--- config.mk ---
export PLATFORM = sky130hd
export DESIGN_NAME = cw_can_wake_ctrl
export DESIGN_NICKNAME = d
export VERILOG_FILES = /design/src/cw_pkg.sv /design/src/cw_can_wake_ctrl.sv /design/src/cw_dur_cnt.sv
export SDC_FILE = /design/constraint.sdc
export NUM_CORES = 1
export LEC_CHECK = 0
export ABC_CLOCK_PERIOD_IN_PS = 3830
export BUFFER_PORTS_ARGS = -buffer_cell sky130_fd_sc_hd__buf_4
export CAP_MARGIN = 25
export CORE_MARGIN = 1.5
export CORE_UTILIZATION = 50
export CTS_CLUSTER_DIAMETER = 30
export DETAILED_ROUTE_END_ITERATION = 10
export PLACE_DENSITY = 0.81
export SYNTH_ARGS = -nofsm -noshare
export SYNTH_HDL_FRONTEND = slang
export SYNTH_HIERARCHICAL = 1
export SYNTH_SLANG_ARGS = --single-unit
--- constraint.sdc ---
create_clock -name ref_clk -period 3.83 [get_ports ref_clk]
set_input_delay 0.5745 -clock ref_clk [delete_from_list [all_inputs] [get_ports ref_clk]]
set_output_delay 0.5745 -clock ref_clk [all_outputs]
set_load 0.01 [all_outputs]
--- src/cw_pkg.sv ---
package cw_pkg;

    // Transceiver mode codes; wake-capable is fixed at 01
    localparam logic [1:0] MODE_OFF    = 2'h0;
    localparam logic [1:0] MODE_WAKE   = 2'h1;
    localparam logic [1:0] MODE_RXONLY = 2'h2;
    localparam logic [1:0] MODE_NORMAL = 2'h3;

    // Chip power modes, Gray along Normal-Stop-Sleep-Restart-Fail-Safe
    typedef enum logic [2:0] {
        PWR_NORMAL   = 3'h0,
        PWR_STOP     = 3'h1,
        PWR_SLEEP    = 3'h3,
        PWR_RESTART  = 3'h2,
        PWR_FAILSAFE = 3'h6
    } cw_pwr_t;

    // Wake pattern detector states, Gray along the pattern
    typedef enum logic [1:0] {
        WK_IDLE = 2'h0,
        WK_DOM1 = 2'h1,
        WK_GAP  = 2'h3,
        WK_DOM2 = 2'h2
    } cw_wk_t;

    typedef struct packed {
        logic armed;
        logic uv_live;
        logic tx_to_live;
        logic supply_low;
        logic can_fail;
        logic bus_wake;
    } cw_status_t;

    // APB map
    localparam int          ADDR_W     = 8;
    localparam logic [7:0]  OFF_CTRL   = 8'h00;
    localparam logic [7:0]  OFF_CFG    = 8'h04;
    localparam logic [7:0]  OFF_STATUS = 8'h08;

    // CTRL fields
    localparam int MODE_LSB = 0;
    localparam int PWR_LSB  = 2;
    // CFG fields
    localparam int CFG_WD_EN     = 0;
    localparam int CFG_WD_ON_WK  = 1;
    // STATUS fields (low three are write-one-to-clear)
    localparam int ST_BUS_WAKE   = 0;
    localparam int ST_CAN_FAIL   = 1;
    localparam int ST_SUPPLY_LOW = 2;

    localparam logic [1:0]  RST_MODE = MODE_OFF;
    localparam cw_pwr_t     RST_PWR  = PWR_NORMAL;
    localparam logic [1:0]  RST_CFG  = 2'h0;

    // Timing
    localparam int CLK_PERIOD_NS      = 100;
    localparam int CNT_W              = 20;
    localparam int WAKE_DOM_TIME_NS   = 500;
    localparam int WAKE_GAP_TIME_NS   = 1000;
    localparam int TX_TIMEOUT_US      = 1000;
    localparam int BUS_TIMEOUT_US     = 1000;
    localparam int RAMP_TIME_US       = 100;

    // Least times round up, longest round down, never below one cycle
    localparam int WAKE_DOM_CYC = (WAKE_DOM_TIME_NS + CLK_PERIOD_NS - 1) / CLK_PERIOD_NS;
    localparam int WAKE_GAP_CYC_R = WAKE_GAP_TIME_NS / CLK_PERIOD_NS;
    localparam int WAKE_GAP_CYC = (WAKE_GAP_CYC_R < 1) ? 1 : WAKE_GAP_CYC_R;
    localparam int TX_TO_CYC    = (TX_TIMEOUT_US * 1000 + CLK_PERIOD_NS - 1) / CLK_PERIOD_NS;
    localparam int BUS_TO_CYC   = (BUS_TIMEOUT_US * 1000 + CLK_PERIOD_NS - 1) / CLK_PERIOD_NS;
    localparam int RAMP_CYC     = (RAMP_TIME_US * 1000 + CLK_PERIOD_NS - 1) / CLK_PERIOD_NS;

endpackage

--- src/cw_can_wake_ctrl.sv ---
`timescale 1ns/1ps

// Notes on behaviour
// [RULE_01] Wake mode selectable in Stop/Sleep/Restart/Normal; forced in Fail-Safe.
// [RULE_02] Wake pattern: two long dominant phases split by a short recessive gap.
// [RULE_03] Bus wake pulls receive output low until mode changes.
// [RULE_04] Mode field keeps reading wake-capable code 01 after a wake.
// [RULE_05] Programming another mode then wake mode again re-arms detection.
// [RULE_06] Power mode change to Stop, Sleep or Fail-Safe re-arms detection.
// [RULE_07] Clearing the wake status bit is not needed to re-arm.
// [RULE_08] Host powers transceiver supply before Normal; off during wake mode.
// [RULE_09] Wake in Stop/Normal: interrupt low, status set, receive low, mode kept.
// [RULE_10] No automatic Stop to Normal transition; host commands it.
// [RULE_11] Wake in Stop enables a disabled watchdog when configured to.
// [RULE_12] Wake in Sleep/Restart/Fail-Safe goes to Restart, supply ramps, then Normal.
// [RULE_13] Wake leaving Sleep/Restart/Fail-Safe keeps interrupt high.
// [RULE_14] Host reads wake source status after seeing receive output low.
// [RULE_15] Long transmit dominant in Normal: driver off, receive-only, fail flag set.
// [RULE_16] Driver returns when transmit goes recessive; mode bits untouched.
// [RULE_17] Long bus dominant in any mode sets fail flag, mode untouched.
// [RULE_18] Supply undervoltage checked in Normal only: flag set, driver off.
// [RULE_19] Supply recovery resumes Normal operation without mode change.
// [RULE_20] Off mode, the reset default, ignores bus wake activity.
// [RULE_21] Receive-only keeps driver off but forwards bus level.
// [RULE_22] Host keeps transmit recessive until the enabling time has passed.
// [RULE_23] Filter times and time-outs are oscillator counters with parameter limits.
module cw_can_wake_ctrl #(
    parameter int TX_TO_CYC  = cw_pkg::TX_TO_CYC,
    parameter int BUS_TO_CYC = cw_pkg::BUS_TO_CYC
) (
    input  wire logic                      ref_clk,
    input  wire logic                      nrst,
    input  wire logic                      psel,
    input  wire logic                      penable,
    input  wire logic                      pwrite,
    input  wire logic [cw_pkg::ADDR_W-1:0] paddr,
    input  wire logic [31:0]               pwdata,
    output logic      [31:0]               prdata,
    output logic                           pready,
    output logic                           pslverr,
    input  wire logic                      bus_transmit_in,
    input  wire logic                      bus_rx_level,
    input  wire logic                      transceiver_supply_ok,
    input  wire logic                      fail_safe_req,
    output logic                           rx_out,
    output logic                           int_n,
    output logic                           bus_drive_dominant,
    output logic                           main_supply_en,
    output logic                           watchdog_en,
    output cw_pkg::cw_pwr_t                power_mode
);

    function automatic logic hit(input logic [cw_pkg::ADDR_W-1:0] a,
                                 input logic [cw_pkg::ADDR_W-1:0] off);
        hit = (a == off);
    endfunction

    logic                rst_meta_ff;
    logic                rst_n_ff;
    logic [1:0]          mode_ff;
    logic [1:0]          nxt_mode;
    cw_pkg::cw_pwr_t     pwr_ff;
    cw_pkg::cw_pwr_t     nxt_pwr;
    cw_pkg::cw_wk_t      wk_ff;
    cw_pkg::cw_wk_t      nxt_wk;
    cw_pkg::cw_status_t  st;
    logic                armed_ff;
    logic                wake_hold_ff;
    logic                bus_wake_ff;
    logic                can_fail_ff;
    logic                supply_low_ff;
    logic                uv_ff;
    logic                tx_to_ff;
    logic                int_n_ff;
    logic                wd_en_ff;
    logic                wd_on_wk_ff;
    logic                rx_ff;
    logic                drv_ff;
    logic                supply_ff;
    logic                pready_ff;
    logic                pslverr_ff;
    logic [31:0]         prdata_ff;
    logic                wr_stb;
    logic                wr_ctrl;
    logic                wr_cfg;
    logic                wr_stat;
    logic                wake_det;
    logic                wk_active;
    logic                bus_dom;
    logic                dom_over;
    logic                gap_over;
    logic                tx_over;
    logic                bus_over;
    logic                ramp_over;
    logic                rearm_pwr;
    logic                driver_on;
    logic [2:0]          req_pwr;

    always_ff @(posedge ref_clk or negedge nrst)
    begin
        if (!nrst)
        begin
            rst_meta_ff <= 1'b0;
            rst_n_ff    <= 1'b0;
        end
        else
        begin
            rst_meta_ff <= 1'b1;
            rst_n_ff    <= rst_meta_ff;
        end
    end

    // APB: zero wait states, pready raised in the first access cycle
    assign wr_stb  = psel && penable && pready_ff && pwrite;
    assign wr_ctrl = wr_stb && hit(paddr, cw_pkg::OFF_CTRL);
    assign wr_cfg  = wr_stb && hit(paddr, cw_pkg::OFF_CFG);
    assign wr_stat = wr_stb && hit(paddr, cw_pkg::OFF_STATUS);
    assign req_pwr = pwdata[cw_pkg::PWR_LSB +: 3];

    assign st = '{armed: armed_ff, uv_live: uv_ff, tx_to_live: tx_to_ff,
                  supply_low: supply_low_ff, can_fail: can_fail_ff,
                  bus_wake: bus_wake_ff};

    always_ff @(posedge ref_clk or negedge rst_n_ff)
    begin
        if (!rst_n_ff)
        begin
            pready_ff  <= 1'b0;
            pslverr_ff <= 1'b0;
            prdata_ff  <= 32'h0;
        end
        else
        begin
            pready_ff  <= psel && !penable;
            pslverr_ff <= psel && !penable && !(hit(paddr, cw_pkg::OFF_CTRL)
                          || hit(paddr, cw_pkg::OFF_CFG) || hit(paddr, cw_pkg::OFF_STATUS));
            if (psel && !penable)
            begin
                prdata_ff <= 32'h0;
                if (hit(paddr, cw_pkg::OFF_CTRL))
                    prdata_ff <= {27'h0, pwr_ff, mode_ff}; // [RULE_04]
                else if (hit(paddr, cw_pkg::OFF_CFG))
                    prdata_ff <= {30'h0, wd_on_wk_ff, wd_en_ff};
                else if (hit(paddr, cw_pkg::OFF_STATUS))
                    prdata_ff <= {26'h0, st}; // [RULE_14]
            end
        end
    end

    // Transceiver mode: only the host changes it, except the Fail-Safe force
    always_comb
    begin
        nxt_mode = mode_ff;
        if (pwr_ff == cw_pkg::PWR_FAILSAFE || nxt_pwr == cw_pkg::PWR_FAILSAFE)
            nxt_mode = cw_pkg::MODE_WAKE; // [RULE_01]
        else if (wr_ctrl)
        begin
            case (pwdata[cw_pkg::MODE_LSB +: 2])
                cw_pkg::MODE_NORMAL,
                cw_pkg::MODE_RXONLY:
                    if (pwr_ff == cw_pkg::PWR_NORMAL || pwr_ff == cw_pkg::PWR_STOP)
                        nxt_mode = pwdata[cw_pkg::MODE_LSB +: 2];
                default:
                    nxt_mode = pwdata[cw_pkg::MODE_LSB +: 2]; // [RULE_01]
            endcase
        end
    end

    always_ff @(posedge ref_clk or negedge rst_n_ff)
    begin
        if (!rst_n_ff)
            mode_ff <= cw_pkg::RST_MODE; // [RULE_20]
        else
            mode_ff <= nxt_mode; // [RULE_15] [RULE_17] [RULE_19]
    end

    // Chip power mode
    always_comb
    begin
        nxt_pwr = pwr_ff;
        if (fail_safe_req)
            nxt_pwr = cw_pkg::PWR_FAILSAFE;
        else if (wake_det && (pwr_ff == cw_pkg::PWR_SLEEP || pwr_ff == cw_pkg::PWR_RESTART
                 || pwr_ff == cw_pkg::PWR_FAILSAFE))
            nxt_pwr = cw_pkg::PWR_RESTART; // [RULE_12]
        else if (pwr_ff == cw_pkg::PWR_RESTART && ramp_over)
            nxt_pwr = cw_pkg::PWR_NORMAL; // [RULE_12]
        else if (wr_ctrl && (pwr_ff == cw_pkg::PWR_NORMAL || pwr_ff == cw_pkg::PWR_STOP))
        begin
            case (req_pwr)
                cw_pkg::PWR_NORMAL,
                cw_pkg::PWR_STOP,
                cw_pkg::PWR_SLEEP:
                    nxt_pwr = cw_pkg::cw_pwr_t'(req_pwr); // [RULE_10]
                default:
                    nxt_pwr = pwr_ff;
            endcase
        end
    end

    always_ff @(posedge ref_clk or negedge rst_n_ff)
    begin
        if (!rst_n_ff)
            pwr_ff <= cw_pkg::RST_PWR;
        else
            pwr_ff <= nxt_pwr;
    end

    assign rearm_pwr = (nxt_pwr != pwr_ff) && (nxt_pwr == cw_pkg::PWR_STOP
                       || nxt_pwr == cw_pkg::PWR_SLEEP || nxt_pwr == cw_pkg::PWR_FAILSAFE);

    // Arming: any non-wake mode prepares the next wake-mode entry
    always_ff @(posedge ref_clk or negedge rst_n_ff)
    begin
        if (!rst_n_ff)
            armed_ff <= 1'b1;
        else if (mode_ff != cw_pkg::MODE_WAKE || rearm_pwr)
            armed_ff <= 1'b1; // [RULE_05] [RULE_06] [RULE_07]
        else if (wake_det)
            armed_ff <= 1'b0;
    end

    // Wake pattern detector
    assign bus_dom   = !bus_rx_level;
    assign wk_active = (mode_ff == cw_pkg::MODE_WAKE) && armed_ff; // [RULE_20]

    cw_dur_cnt #(
        .LIMIT (cw_pkg::CNT_W'(cw_pkg::WAKE_DOM_CYC))
    ) u_dom_cnt (
        .clk   (ref_clk),
        .rst_n (rst_n_ff),
        .run   (bus_dom && (wk_ff == cw_pkg::WK_DOM1 || wk_ff == cw_pkg::WK_DOM2)),
        .over  (dom_over)
    ); // [RULE_23]

    cw_dur_cnt #(
        .LIMIT (cw_pkg::CNT_W'(cw_pkg::WAKE_GAP_CYC - 1))
    ) u_gap_cnt (
        .clk   (ref_clk),
        .rst_n (rst_n_ff),
        .run   (!bus_dom && wk_ff == cw_pkg::WK_GAP),
        .over  (gap_over)
    ); // [RULE_23]

    always_comb
    begin
        nxt_wk   = wk_ff;
        wake_det = 1'b0;
        case (wk_ff)
            cw_pkg::WK_IDLE:
                if (bus_dom)
                    nxt_wk = cw_pkg::WK_DOM1;
            cw_pkg::WK_DOM1:
                if (!bus_dom)
                    nxt_wk = dom_over ? cw_pkg::WK_GAP : cw_pkg::WK_IDLE; // [RULE_02]
            cw_pkg::WK_GAP:
                if (bus_dom)
                    nxt_wk = cw_pkg::WK_DOM2;
                else if (gap_over)
                    nxt_wk = cw_pkg::WK_IDLE; // [RULE_02]
            cw_pkg::WK_DOM2:
                if (dom_over)
                begin
                    nxt_wk   = cw_pkg::WK_IDLE;
                    wake_det = 1'b1; // [RULE_02]
                end
                else if (!bus_dom)
                    nxt_wk = cw_pkg::WK_IDLE;
            default:
                nxt_wk = cw_pkg::WK_IDLE;
        endcase
        if (!wk_active)
        begin
            nxt_wk   = cw_pkg::WK_IDLE;
            wake_det = 1'b0;
        end
    end

    always_ff @(posedge ref_clk or negedge rst_n_ff)
    begin
        if (!rst_n_ff)
            wk_ff <= cw_pkg::WK_IDLE;
        else
            wk_ff <= nxt_wk;
    end

    // Receive output hold, released only by a mode change
    always_ff @(posedge ref_clk or negedge rst_n_ff)
    begin
        if (!rst_n_ff)
            wake_hold_ff <= 1'b0;
        else if (wake_det)
            wake_hold_ff <= 1'b1; // [RULE_03]
        else if (mode_ff != cw_pkg::MODE_WAKE)
            wake_hold_ff <= 1'b0;
    end

    // Sticky flags: a set in the clearing cycle wins
    always_ff @(posedge ref_clk or negedge rst_n_ff)
    begin
        if (!rst_n_ff)
        begin
            bus_wake_ff   <= 1'b0;
            can_fail_ff   <= 1'b0;
            supply_low_ff <= 1'b0;
            int_n_ff      <= 1'b1;
        end
        else
        begin
            if (wake_det)
                bus_wake_ff <= 1'b1; // [RULE_09]
            else if (wr_stat && pwdata[cw_pkg::ST_BUS_WAKE])
                bus_wake_ff <= 1'b0;
            if ((tx_over && mode_ff == cw_pkg::MODE_NORMAL) || bus_over)
                can_fail_ff <= 1'b1; // [RULE_15] [RULE_17]
            else if (wr_stat && pwdata[cw_pkg::ST_CAN_FAIL])
                can_fail_ff <= 1'b0;
            if (mode_ff == cw_pkg::MODE_NORMAL && !transceiver_supply_ok)
                supply_low_ff <= 1'b1; // [RULE_18]
            else if (wr_stat && pwdata[cw_pkg::ST_SUPPLY_LOW])
                supply_low_ff <= 1'b0;
            if (wake_det && (pwr_ff == cw_pkg::PWR_NORMAL || pwr_ff == cw_pkg::PWR_STOP))
                int_n_ff <= 1'b0; // [RULE_09] [RULE_13]
            else if (wr_stat && pwdata[cw_pkg::ST_BUS_WAKE])
                int_n_ff <= 1'b1;
        end
    end

    // Watchdog enable; the bus-wake set beats a software disable
    always_ff @(posedge ref_clk or negedge rst_n_ff)
    begin
        if (!rst_n_ff)
        begin
            wd_en_ff    <= cw_pkg::RST_CFG[cw_pkg::CFG_WD_EN];
            wd_on_wk_ff <= cw_pkg::RST_CFG[cw_pkg::CFG_WD_ON_WK];
        end
        else
        begin
            if (wr_cfg)
                wd_on_wk_ff <= pwdata[cw_pkg::CFG_WD_ON_WK];
            if (wake_det && pwr_ff == cw_pkg::PWR_STOP && !wd_en_ff && wd_on_wk_ff)
                wd_en_ff <= 1'b1; // [RULE_11]
            else if (wr_cfg)
                wd_en_ff <= pwdata[cw_pkg::CFG_WD_EN];
        end
    end

    // Transmit and bus dominant supervision
    cw_dur_cnt #(
        .LIMIT (cw_pkg::CNT_W'(TX_TO_CYC))
    ) u_tx_cnt (
        .clk   (ref_clk),
        .rst_n (rst_n_ff),
        .run   (!bus_transmit_in && mode_ff == cw_pkg::MODE_NORMAL),
        .over  (tx_over)
    ); // [RULE_23]

    cw_dur_cnt #(
        .LIMIT (cw_pkg::CNT_W'(BUS_TO_CYC))
    ) u_bus_cnt (
        .clk   (ref_clk),
        .rst_n (rst_n_ff),
        .run   (bus_dom),
        .over  (bus_over)
    ); // [RULE_17] [RULE_23]

    cw_dur_cnt #(
        .LIMIT (cw_pkg::CNT_W'(cw_pkg::RAMP_CYC))
    ) u_ramp_cnt (
        .clk   (ref_clk),
        .rst_n (rst_n_ff),
        .run   (pwr_ff == cw_pkg::PWR_RESTART),
        .over  (ramp_over)
    );

    always_ff @(posedge ref_clk or negedge rst_n_ff)
    begin
        if (!rst_n_ff)
        begin
            tx_to_ff <= 1'b0;
            uv_ff    <= 1'b0;
        end
        else
        begin
            if (bus_transmit_in || mode_ff != cw_pkg::MODE_NORMAL)
                tx_to_ff <= 1'b0; // [RULE_16]
            else if (tx_over)
                tx_to_ff <= 1'b1; // [RULE_15]
            // Undervoltage only watched in Normal; recovery is automatic
            uv_ff <= (mode_ff == cw_pkg::MODE_NORMAL) && !transceiver_supply_ok; // [RULE_18] [RULE_19]
        end
    end

    // Driver only in Normal mode with a powered chip and no fault;
    // the host is trusted to respect the enabling time
    assign driver_on = (mode_ff == cw_pkg::MODE_NORMAL) && !tx_to_ff && !uv_ff
                       && (pwr_ff == cw_pkg::PWR_NORMAL || pwr_ff == cw_pkg::PWR_STOP); // [RULE_21] [RULE_22]

    always_ff @(posedge ref_clk or negedge rst_n_ff)
    begin
        if (!rst_n_ff)
        begin
            rx_ff     <= 1'b1;
            drv_ff    <= 1'b0;
            supply_ff <= 1'b1;
        end
        else
        begin
            drv_ff    <= driver_on && !bus_transmit_in; // [RULE_15] [RULE_18]
            supply_ff <= (nxt_pwr != cw_pkg::PWR_SLEEP) && (nxt_pwr != cw_pkg::PWR_FAILSAFE); // [RULE_12]
            case (mode_ff)
                cw_pkg::MODE_NORMAL,
                cw_pkg::MODE_RXONLY:
                    rx_ff <= bus_rx_level; // [RULE_21]
                cw_pkg::MODE_WAKE:
                    rx_ff <= !(wake_hold_ff || wake_det); // [RULE_03] [RULE_12]
                default:
                    rx_ff <= 1'b1;
            endcase
        end
    end

    assign prdata             = prdata_ff;
    assign pready             = pready_ff;
    assign pslverr            = pslverr_ff;
    assign rx_out             = rx_ff;
    assign int_n              = int_n_ff; // [RULE_13]
    assign bus_drive_dominant = drv_ff;
    assign main_supply_en     = supply_ff;
    assign watchdog_en        = wd_en_ff;
    assign power_mode         = pwr_ff;

endmodule // cw_can_wake_ctrl

--- src/cw_dur_cnt.sv ---
`timescale 1ns/1ps

module cw_dur_cnt #(
    parameter logic [cw_pkg::CNT_W-1:0] LIMIT = 20'h00001
) (
    input  wire logic clk,
    input  wire logic rst_n,
    input  wire logic run,
    output logic      over
);

    logic [cw_pkg::CNT_W-1:0] cnt_ff;

    // Saturates one above the limit so a long level never wraps
    always_ff @(posedge clk or negedge rst_n)
    begin
        if (!rst_n)
            cnt_ff <= '0;
        else if (!run)
            cnt_ff <= '0;
        else if (cnt_ff <= LIMIT)
            cnt_ff <= cnt_ff + 1'b1;
    end

    assign over = (cnt_ff > LIMIT);

endmodule // cw_dur_cnt

==> reports/metrics.cfg, run 1 <==
[pwr]
p_per_area_mw_per_mm2=430
power.total_mw=3.21
p_leak_nw=3.44
peakVddDrop_mv=0.316

[floorplan]
die-area_sq_mm=0.0138
row_count=41
core_area_sq_mm=0.0127
die_h_um=117
initial_core_util_pct=51.5
dieWidth_um=117
io_pins=91

[clocking]
clkLatencyLatePin_ps=410
htree_levels=4
cts_sinks=130
cts-buffers-inserted=17
cts_buffer_depth=2
postCtsResizedCells=0
cts_tree=yes
root_buffer=clkbuf_16
postCtsSetupBuffers=0
path_clk_slew_ps=60

[layout]
layout-drive-gt1-share_pct=16.3
multi_input_area_sq_mm=0.00296
antenna_cells=0
regArea_sq_mm=0.00326
fin_nets=733
synthToLayoutAreaGrowth_pct=14.3
nFillCells=1006

[grt]
grt_use_met3_pct=5.56
grt.met1_usage_pct=24.8
track_usage_pct=19.8
top_usage_layer=met2
grt_overflow=0
grt_pass1_vias=4614
met2_usage_pct=32.6
grt_max_degree=83
antenna_found_initial=0
grt_pass1_wl_um=21200

[synth]
async_flop_share_pct=100
syn_avg_cell_area_sq_um=10.4
yosysTopAreaCellShare_pct=48.3
synth_seq_cells=130
synth_area_leader_cell=dfrtp_1
ys.warnings.count=6
syn-instance-count=625
yosys-top-cells-area=dfrtp_1, and2_1, mux2i_1, nand2_1, ha_1
synth-seq-area-share_pct=49.9
synthesis.area_sq_mm=0.00653
synth_edf_count=0
synth.distinct_cells=72
yosys_most_used_dff=dfrtp_1

[sta]
slew_headroom_pct=47.3
period_share_pct=77.2
finClkSkew_ps=6.84
worst_pin_slew_ps=790
post-route-min-period_ps=2960
rsz0062_at_grt=false
setup_viol=0
drv_slew=0
hold_viol_final=0
tns_ps=0
max_freq_ghz=0.338
whs_ps=330

[min_path]
holdPathStages=2
min_to=uv_ff
min-delay-start=transceiver_supply_ok
hp-class=primary input to flop

[status]
outcome=finished, final reports clean

[worst_setup_path]
worstReg2RegEnd=armed_ff
critPathKind=flop to flop
ff2ff_path_depth=12
worst_r2r_startpoint=u_dom_cnt/cnt_ff[0]
startpoint_type=flop
critical_path_peak_fanout=6
crit_arrival_ps=3280
rrSetupSlack_ps=870
cp-end-kind=flop
required_ps=4160

[detailed_routing]
post_drt_wl_per_cell_um=15.0
drt_iter0_drc=371
routed_wl_um=12800
drtAntennaViolNets=0
drc=0
vias=4647
drtPass1Iterations=4
routed_via_density=5.45

[placed_design]
gp_congestion=0.883
place_hpwl_um=8750
port_buffers=37

[run]
max_cap_violations=0

what timing repair did:
item	4_1_cts	5_1_grt
endpoints found under the hold margin	2	0
hold buffers	1	0
endpoints found under the setup margin	0	0
layout by cell type, fill, tap and decap left out, types with 4 or more instances in the layout:
cell	count
nor4_2	5
o21ai_0	7
clkbuf_16	17
a21oi_1	28
nand2b_1	24
xnor2_1	4
nor4_1	9
o31ai_1	4
nand4_1	4
clkbuf_8	5
and3_1	5
or4_1	9
nand3_1	20
mux2i_1	31
o21a_1	6
inv_1	29
ha_1	17
a211oi_1	11
nor2b_1	5
and2_1	58
dfrtp_1	125
or3_1	5
nand2_1	67
dfstp_2	4
nor2_1	25
buf_4	40
conb_1	27
sequential cells by signal, summed over array words and instances (netlist names), 2 cells and up:
signal	cells
mode_ff	2
power_mode	3
prdata	6
u_bus_cnt/cnt_ff	20
u_dom_cnt/cnt_ff	20
u_gap_cnt/cnt_ff	20
u_ramp_cnt/cnt_ff	20
u_tx_cnt/cnt_ff	20
wk_ff	2
routing by layer:
layer | vias up | routed length (um)
met2 | 86 | 6520
met5 | - | 0
met1 | 2336 | 5660
li1 | 2214 | -
met4 | 0 | 144
met3 | 11 | 479
stage by stage:
| step | setup WS [ps] | area (sq um) | instances | util [%] |
|---|---|---|---|---|
| 5_1_grt | 623 | 7460 | 852 | 58.9 |
| 4_1_cts | 869 | 7460 | 852 | 58.9 |
| 3_5_place_dp | 891 | 6870 | 819 | 54.2 |
| 3_3_place_gp | 1010 | 6870 | 819 | 54.2 |
| 6_report | 874 | 7460 | 852 | 58.9 |
| 2_1_floorplan | 1190 | 6620 | 650 | - |
cell families (layout without fill, tap and decap cells):
group / Yosys count / in the layout / share of synthesized area [%]
flops: 130 / 130 / 49.9
buf+inv: 74 / 104 / 6.17
fa+ha+maj: 17 / 17 / 3.26
mux: 34 / 34 / 5.27
simple gates: 273 / 273 / 24.8
other cells: 2 / 27 / 0.115
compound gates: 91 / 91 / 9.95
xor+xnor: 4 / 4 / 0.537
Yosys cell counts, drive strengths merged (5+ instances only):
cell type  instances
nand2b            24
buf               30
nand2             68
and2              61
o21a               6
clkbuf            14
inv               30
nor2b              5
nand3             21
or4               10
a211oi            11
and3               7
ha                17
nor2              25
a21oi             28
dfrtp            126
nor4              17
or3                5
mux2i             31
and4               5
o21ai              9
how the worst max path moves through the flow:
stage / startpoint / cells after the start / endpoint
after floorplan: u_dom_cnt/cnt_ff[0] / 12 / mode_ff[0]
after global placement: u_dom_cnt/cnt_ff[0] / 12 / mode_ff[0]
after detailed placement: u_dom_cnt/cnt_ff[0] / 12 / armed_ff
after CTS: u_dom_cnt/cnt_ff[0] / 12 / armed_ff
after global routing: u_dom_cnt/cnt_ff[0] / 12 / mode_ff[0]
final: u_dom_cnt/cnt_ff[0] / 12 / armed_ff
critical path, stage by stage, from the launching register on:
cell	delay (ps)
dfrtp_1	410
inv_1	130
ha_1	160
nor2_1	50
a2111o_1	460
nor3_4	250
inv_2	110
nand2_1	140
nor2_1	150
nand2_1	90
a21oi_1	130
or4_1	560
a31oi_1	220
area by class of cell:
cell class / count / share of cell area [%]
sequential: 130 / 43.7
multi-input combinational: 446 / 39.7
clock buffer: 24 / 6.73
timing repair buffer: 42 / 4.43
tap: 172 / 2.88
inverter: 30 / 1.51
clock inverter: 8 / 1.02
power by group:
group | switching [mW] | internal, mW
combinational | 0.137 | 0.0831
sequential | 0.0341 | 1.40
clock | 0.572 | 0.976
total | 0.744 | 2.46
(Power assumes the default switching activity.)
==> run 2: changes to the inputs <==
--- a/config.mk
+++ b/config.mk
@@ -5,14 +5,14 @@
 export SDC_FILE = /design/constraint.sdc
 export NUM_CORES = 1
 export LEC_CHECK = 0
-export ABC_CLOCK_PERIOD_IN_PS = 3830
+export ABC_CLOCK_PERIOD_IN_PS = 2890
 export BUFFER_PORTS_ARGS = -buffer_cell sky130_fd_sc_hd__buf_4
 export CAP_MARGIN = 25
 export CORE_MARGIN = 1.5
 export CORE_UTILIZATION = 50
 export CTS_CLUSTER_DIAMETER = 30
 export DETAILED_ROUTE_END_ITERATION = 10
-export PLACE_DENSITY = 0.81
+export PLACE_DENSITY = 0.78
 export SYNTH_ARGS = -nofsm -noshare
 export SYNTH_HDL_FRONTEND = slang
 export SYNTH_HIERARCHICAL = 1
==> constraint.sdc (replaced) <==
create_clock -name ref_clk -period 2.89 [get_ports ref_clk]
set_input_delay 0.4335 -clock ref_clk [delete_from_list [all_inputs] [get_ports ref_clk]]
set_output_delay 0.4335 -clock ref_clk [all_outputs]
set_load 0.01 [all_outputs]
==> reports/metrics.cfg, run 2 (same netlist as run 1, synthesis figures left out) <==
[clocking]
cts_tree=yes
root_buffer=clkbuf_16
cts_buffer_depth=2  ; unchanged
cts-buffers-inserted=17  ; unchanged
path_clk_slew_ps=60  ; about the same
htree_levels=4  ; unchanged
clkLatencyLatePin_ps=420  ; about the same
cts_sinks=130  ; unchanged

[run]
max_cap_violations=0  ; unchanged

[worst_setup_path]
critical_path_peak_fanout=6  ; unchanged
startpoint_type=flop
cp-end-kind=flop
cp.depth=12  ; unchanged
crit_family=simple AND/OR/NAND/NOR gates
critPathKind=flop to flop
rrSetupSlack_ps=140  ; -740 ps
crit_slowest_cell=a2111o_1
cpPeakStageDelay_ps=460  ; -100 ps
ff2ff_path_depth=12  ; unchanged
required_ps=3190  ; -970 ps
worstReg2RegEnd=mode_ff[0]
crit_arrival_ps=3050  ; -230 ps
path_cells=inv_1 > ha_1 > nor2_1 > a2111o_1 > nor3_4 > inv_2 > and2_1 > nand4_1 > a21oi_1 > or2_2 > nor3b_1 > a211o_1
worst_r2r_startpoint=u_dom_cnt/cnt_ff[0]
crit_buf_inv=2  ; unchanged

[sta]
max_freq_ghz=0.363  ; +7.3%
setup_viol=0  ; unchanged
period_share_pct=95.3  ; +18 points
drv_slew=0  ; unchanged
finClkSkew_ps=7.46  ; +0.627 ps
post-route-min-period_ps=2750  ; -202 ps
slew_headroom_pct=54.6  ; +7.3 points
hold_viol_final=0  ; unchanged
worst_pin_slew_ps=682  ; -108 ps

[layout]
fin_nets=740  ; +0.95%
fin_area_sq_mm=0.00762  ; +2.1%
antenna_cells=0  ; unchanged
layout_commonest_cell=dfrtp_1
layout-drive-gt1-share_pct=17.8  ; +1.4 points
nFillCells=1022  ; +1.6%
synthToLayoutAreaGrowth_pct=16.7
fin_util_pct=60.1  ; +1.2 points
layout_common_cells=dfrtp_1, nand2_1, and2_1

[grt]
grt_pass1_vias=4653  ; +0.85%
grt_max_degree=129  ; +55%
track_usage_pct=20.7  ; +0.92 points
antenna_found_initial=0  ; unchanged
grt_pass1_wl_um=22100  ; +4.1%
grt_overflow=0  ; unchanged

[floorplan]
row_count=41  ; unchanged
initial_core_util_pct=51.5  ; unchanged
die_h_um=117  ; unchanged
dieWidth_um=117  ; unchanged
die-area_sq_mm=0.0138  ; unchanged
io_pins=91  ; unchanged
core_area_sq_mm=0.0127  ; unchanged

[pwr]
clockPowerShare_pct=52.6  ; +4.3 points
switching_share_pct=22.1  ; -1.1 points
seq_power_share_pct=40.8  ; -4.0 points
peakVddDrop_mv=0.399  ; +26%
p_comb_share_pct=6.6  ; -0.3 points
p_per_area_mw_per_mm2=610  ; +42%
p_leak_nw=3.52  ; +2.3%
p_sw_mw=1.03  ; +38%
cellInternalPower_mw=3.62  ; +47%

[status]
outcome=finished, final reports clean

[min_path]
holdPathStages=2  ; unchanged
min_to=uv_ff
min-delay-start=transceiver_supply_ok
hp-class=primary input to flop

[placed_design]
place_hpwl_um=8780  ; +0.34%
port_buffers=37  ; unchanged
place_area_sq_mm=0.00692  ; +0.66%
gp_congestion=0.835  ; -5.5%

[detailed_routing]
routed_via_density=5.47  ; +0.36%
drtAntennaViolNets=0  ; unchanged
vias=4702  ; +1.2%
drtPass1Iterations=5  ; +1
post_drt_wl_per_cell_um=15.3  ; +1.5%
drc=0  ; unchanged
routed_wl_um=13100  ; +2.4%
drt_iter0_drc=440  ; +19%

==> run 2: metrics by stage <==
step / power (mW) / instances / setup slack (ps) / hold slack (ps) / TNS [ps]
6_report: 4.64 / 859 / 136 / 199 / 0
2_1_floorplan: 2.14 / 650 / 246 / 138 / 0
5_1_grt: 4.80 / 859 / -0.855 / 191 / -0.855
4_1_cts: 4.68 / 858 / 17.1 / 182 / 0
3_3_place_gp: 2.21 / 825 / 199 / 216 / 0
3_5_place_dp: 2.23 / 825 / 64.1 / 217 / 0
==> run 2: timing repair <==
item                                   CTS  global route
hold buffers                             1             0
setup buffers                            0             1
setup endpoints to repair                0             4
endpoints found under the hold margin    2             0
resized for setup                        0             4
==> run 2: how the worst max path moves through the flow <==
| stage | from | endpoint | slack, ps |
|---|---|---|---|
| floorplan | u_dom_cnt/cnt_ff[0] | mode_ff[0] | 250 |
| global placement | u_dom_cnt/cnt_ff[0] | armed_ff | 200 |
| detailed placement | u_dom_cnt/cnt_ff[0] | armed_ff | 60 |
| CTS | u_dom_cnt/cnt_ff[0] | armed_ff | 20 |
| global route | u_dom_cnt/cnt_ff[0] | mode_ff[0] | -0.9 |
| finish | u_dom_cnt/cnt_ff[0] | mode_ff[0] | 140 |
==> run 2: power by group through the flow <==
stage	Clock, mW	Sequential (mW)	Combinational [mW]
final	2.44	1.90	0.307
after global routing	2.55	1.90	0.353
after CTS	2.47	1.89	0.311
after detailed placement	0	1.93	0.306
after global placement	0	1.92	0.284
after floorplan	0	1.94	0.199
==> run 2: layout make-up <==
| class | instances | area (sq um) | share of cell area, % |
|---|---|---|---|
| flip-flops and latches | 130 | 3260 | 42.8 |
| multi-input cells | 446 | 2970 | 39.0 |
| clock buffers | 20 | 447 | 5.86 |
| repair buffers | 49 | 383 | 5.03 |
| clock inverters | 12 | 226 | 2.97 |
| well taps | 172 | 215 | 2.83 |
| inverters | 30 | 113 | 1.48 |
==> run 2: worst register-to-register path, cell delays in order, from the launching register on <==
cell and delay [ps]:
dfrtp_1 410, inv_1 140, ha_1 170, nor2_1 50, a2111o_1 460, nor3_4 190, inv_2 130, and2_1 170
nand4_1 100, a21oi_1 70, or2_2 300, nor3b_1 170, a211o_1 270
==> run 2: layer usage <==
metal  global-route usage [%]  part of all wire (%)  vias to the layer above
li1                         -                     -                     2221
met1                     27.3                    44                     2337
met2                     33.1                    50                      126
met3                     4.74                   4.2                       18
met4                     8.76                   1.5                        0
met5                        0                     0                        -
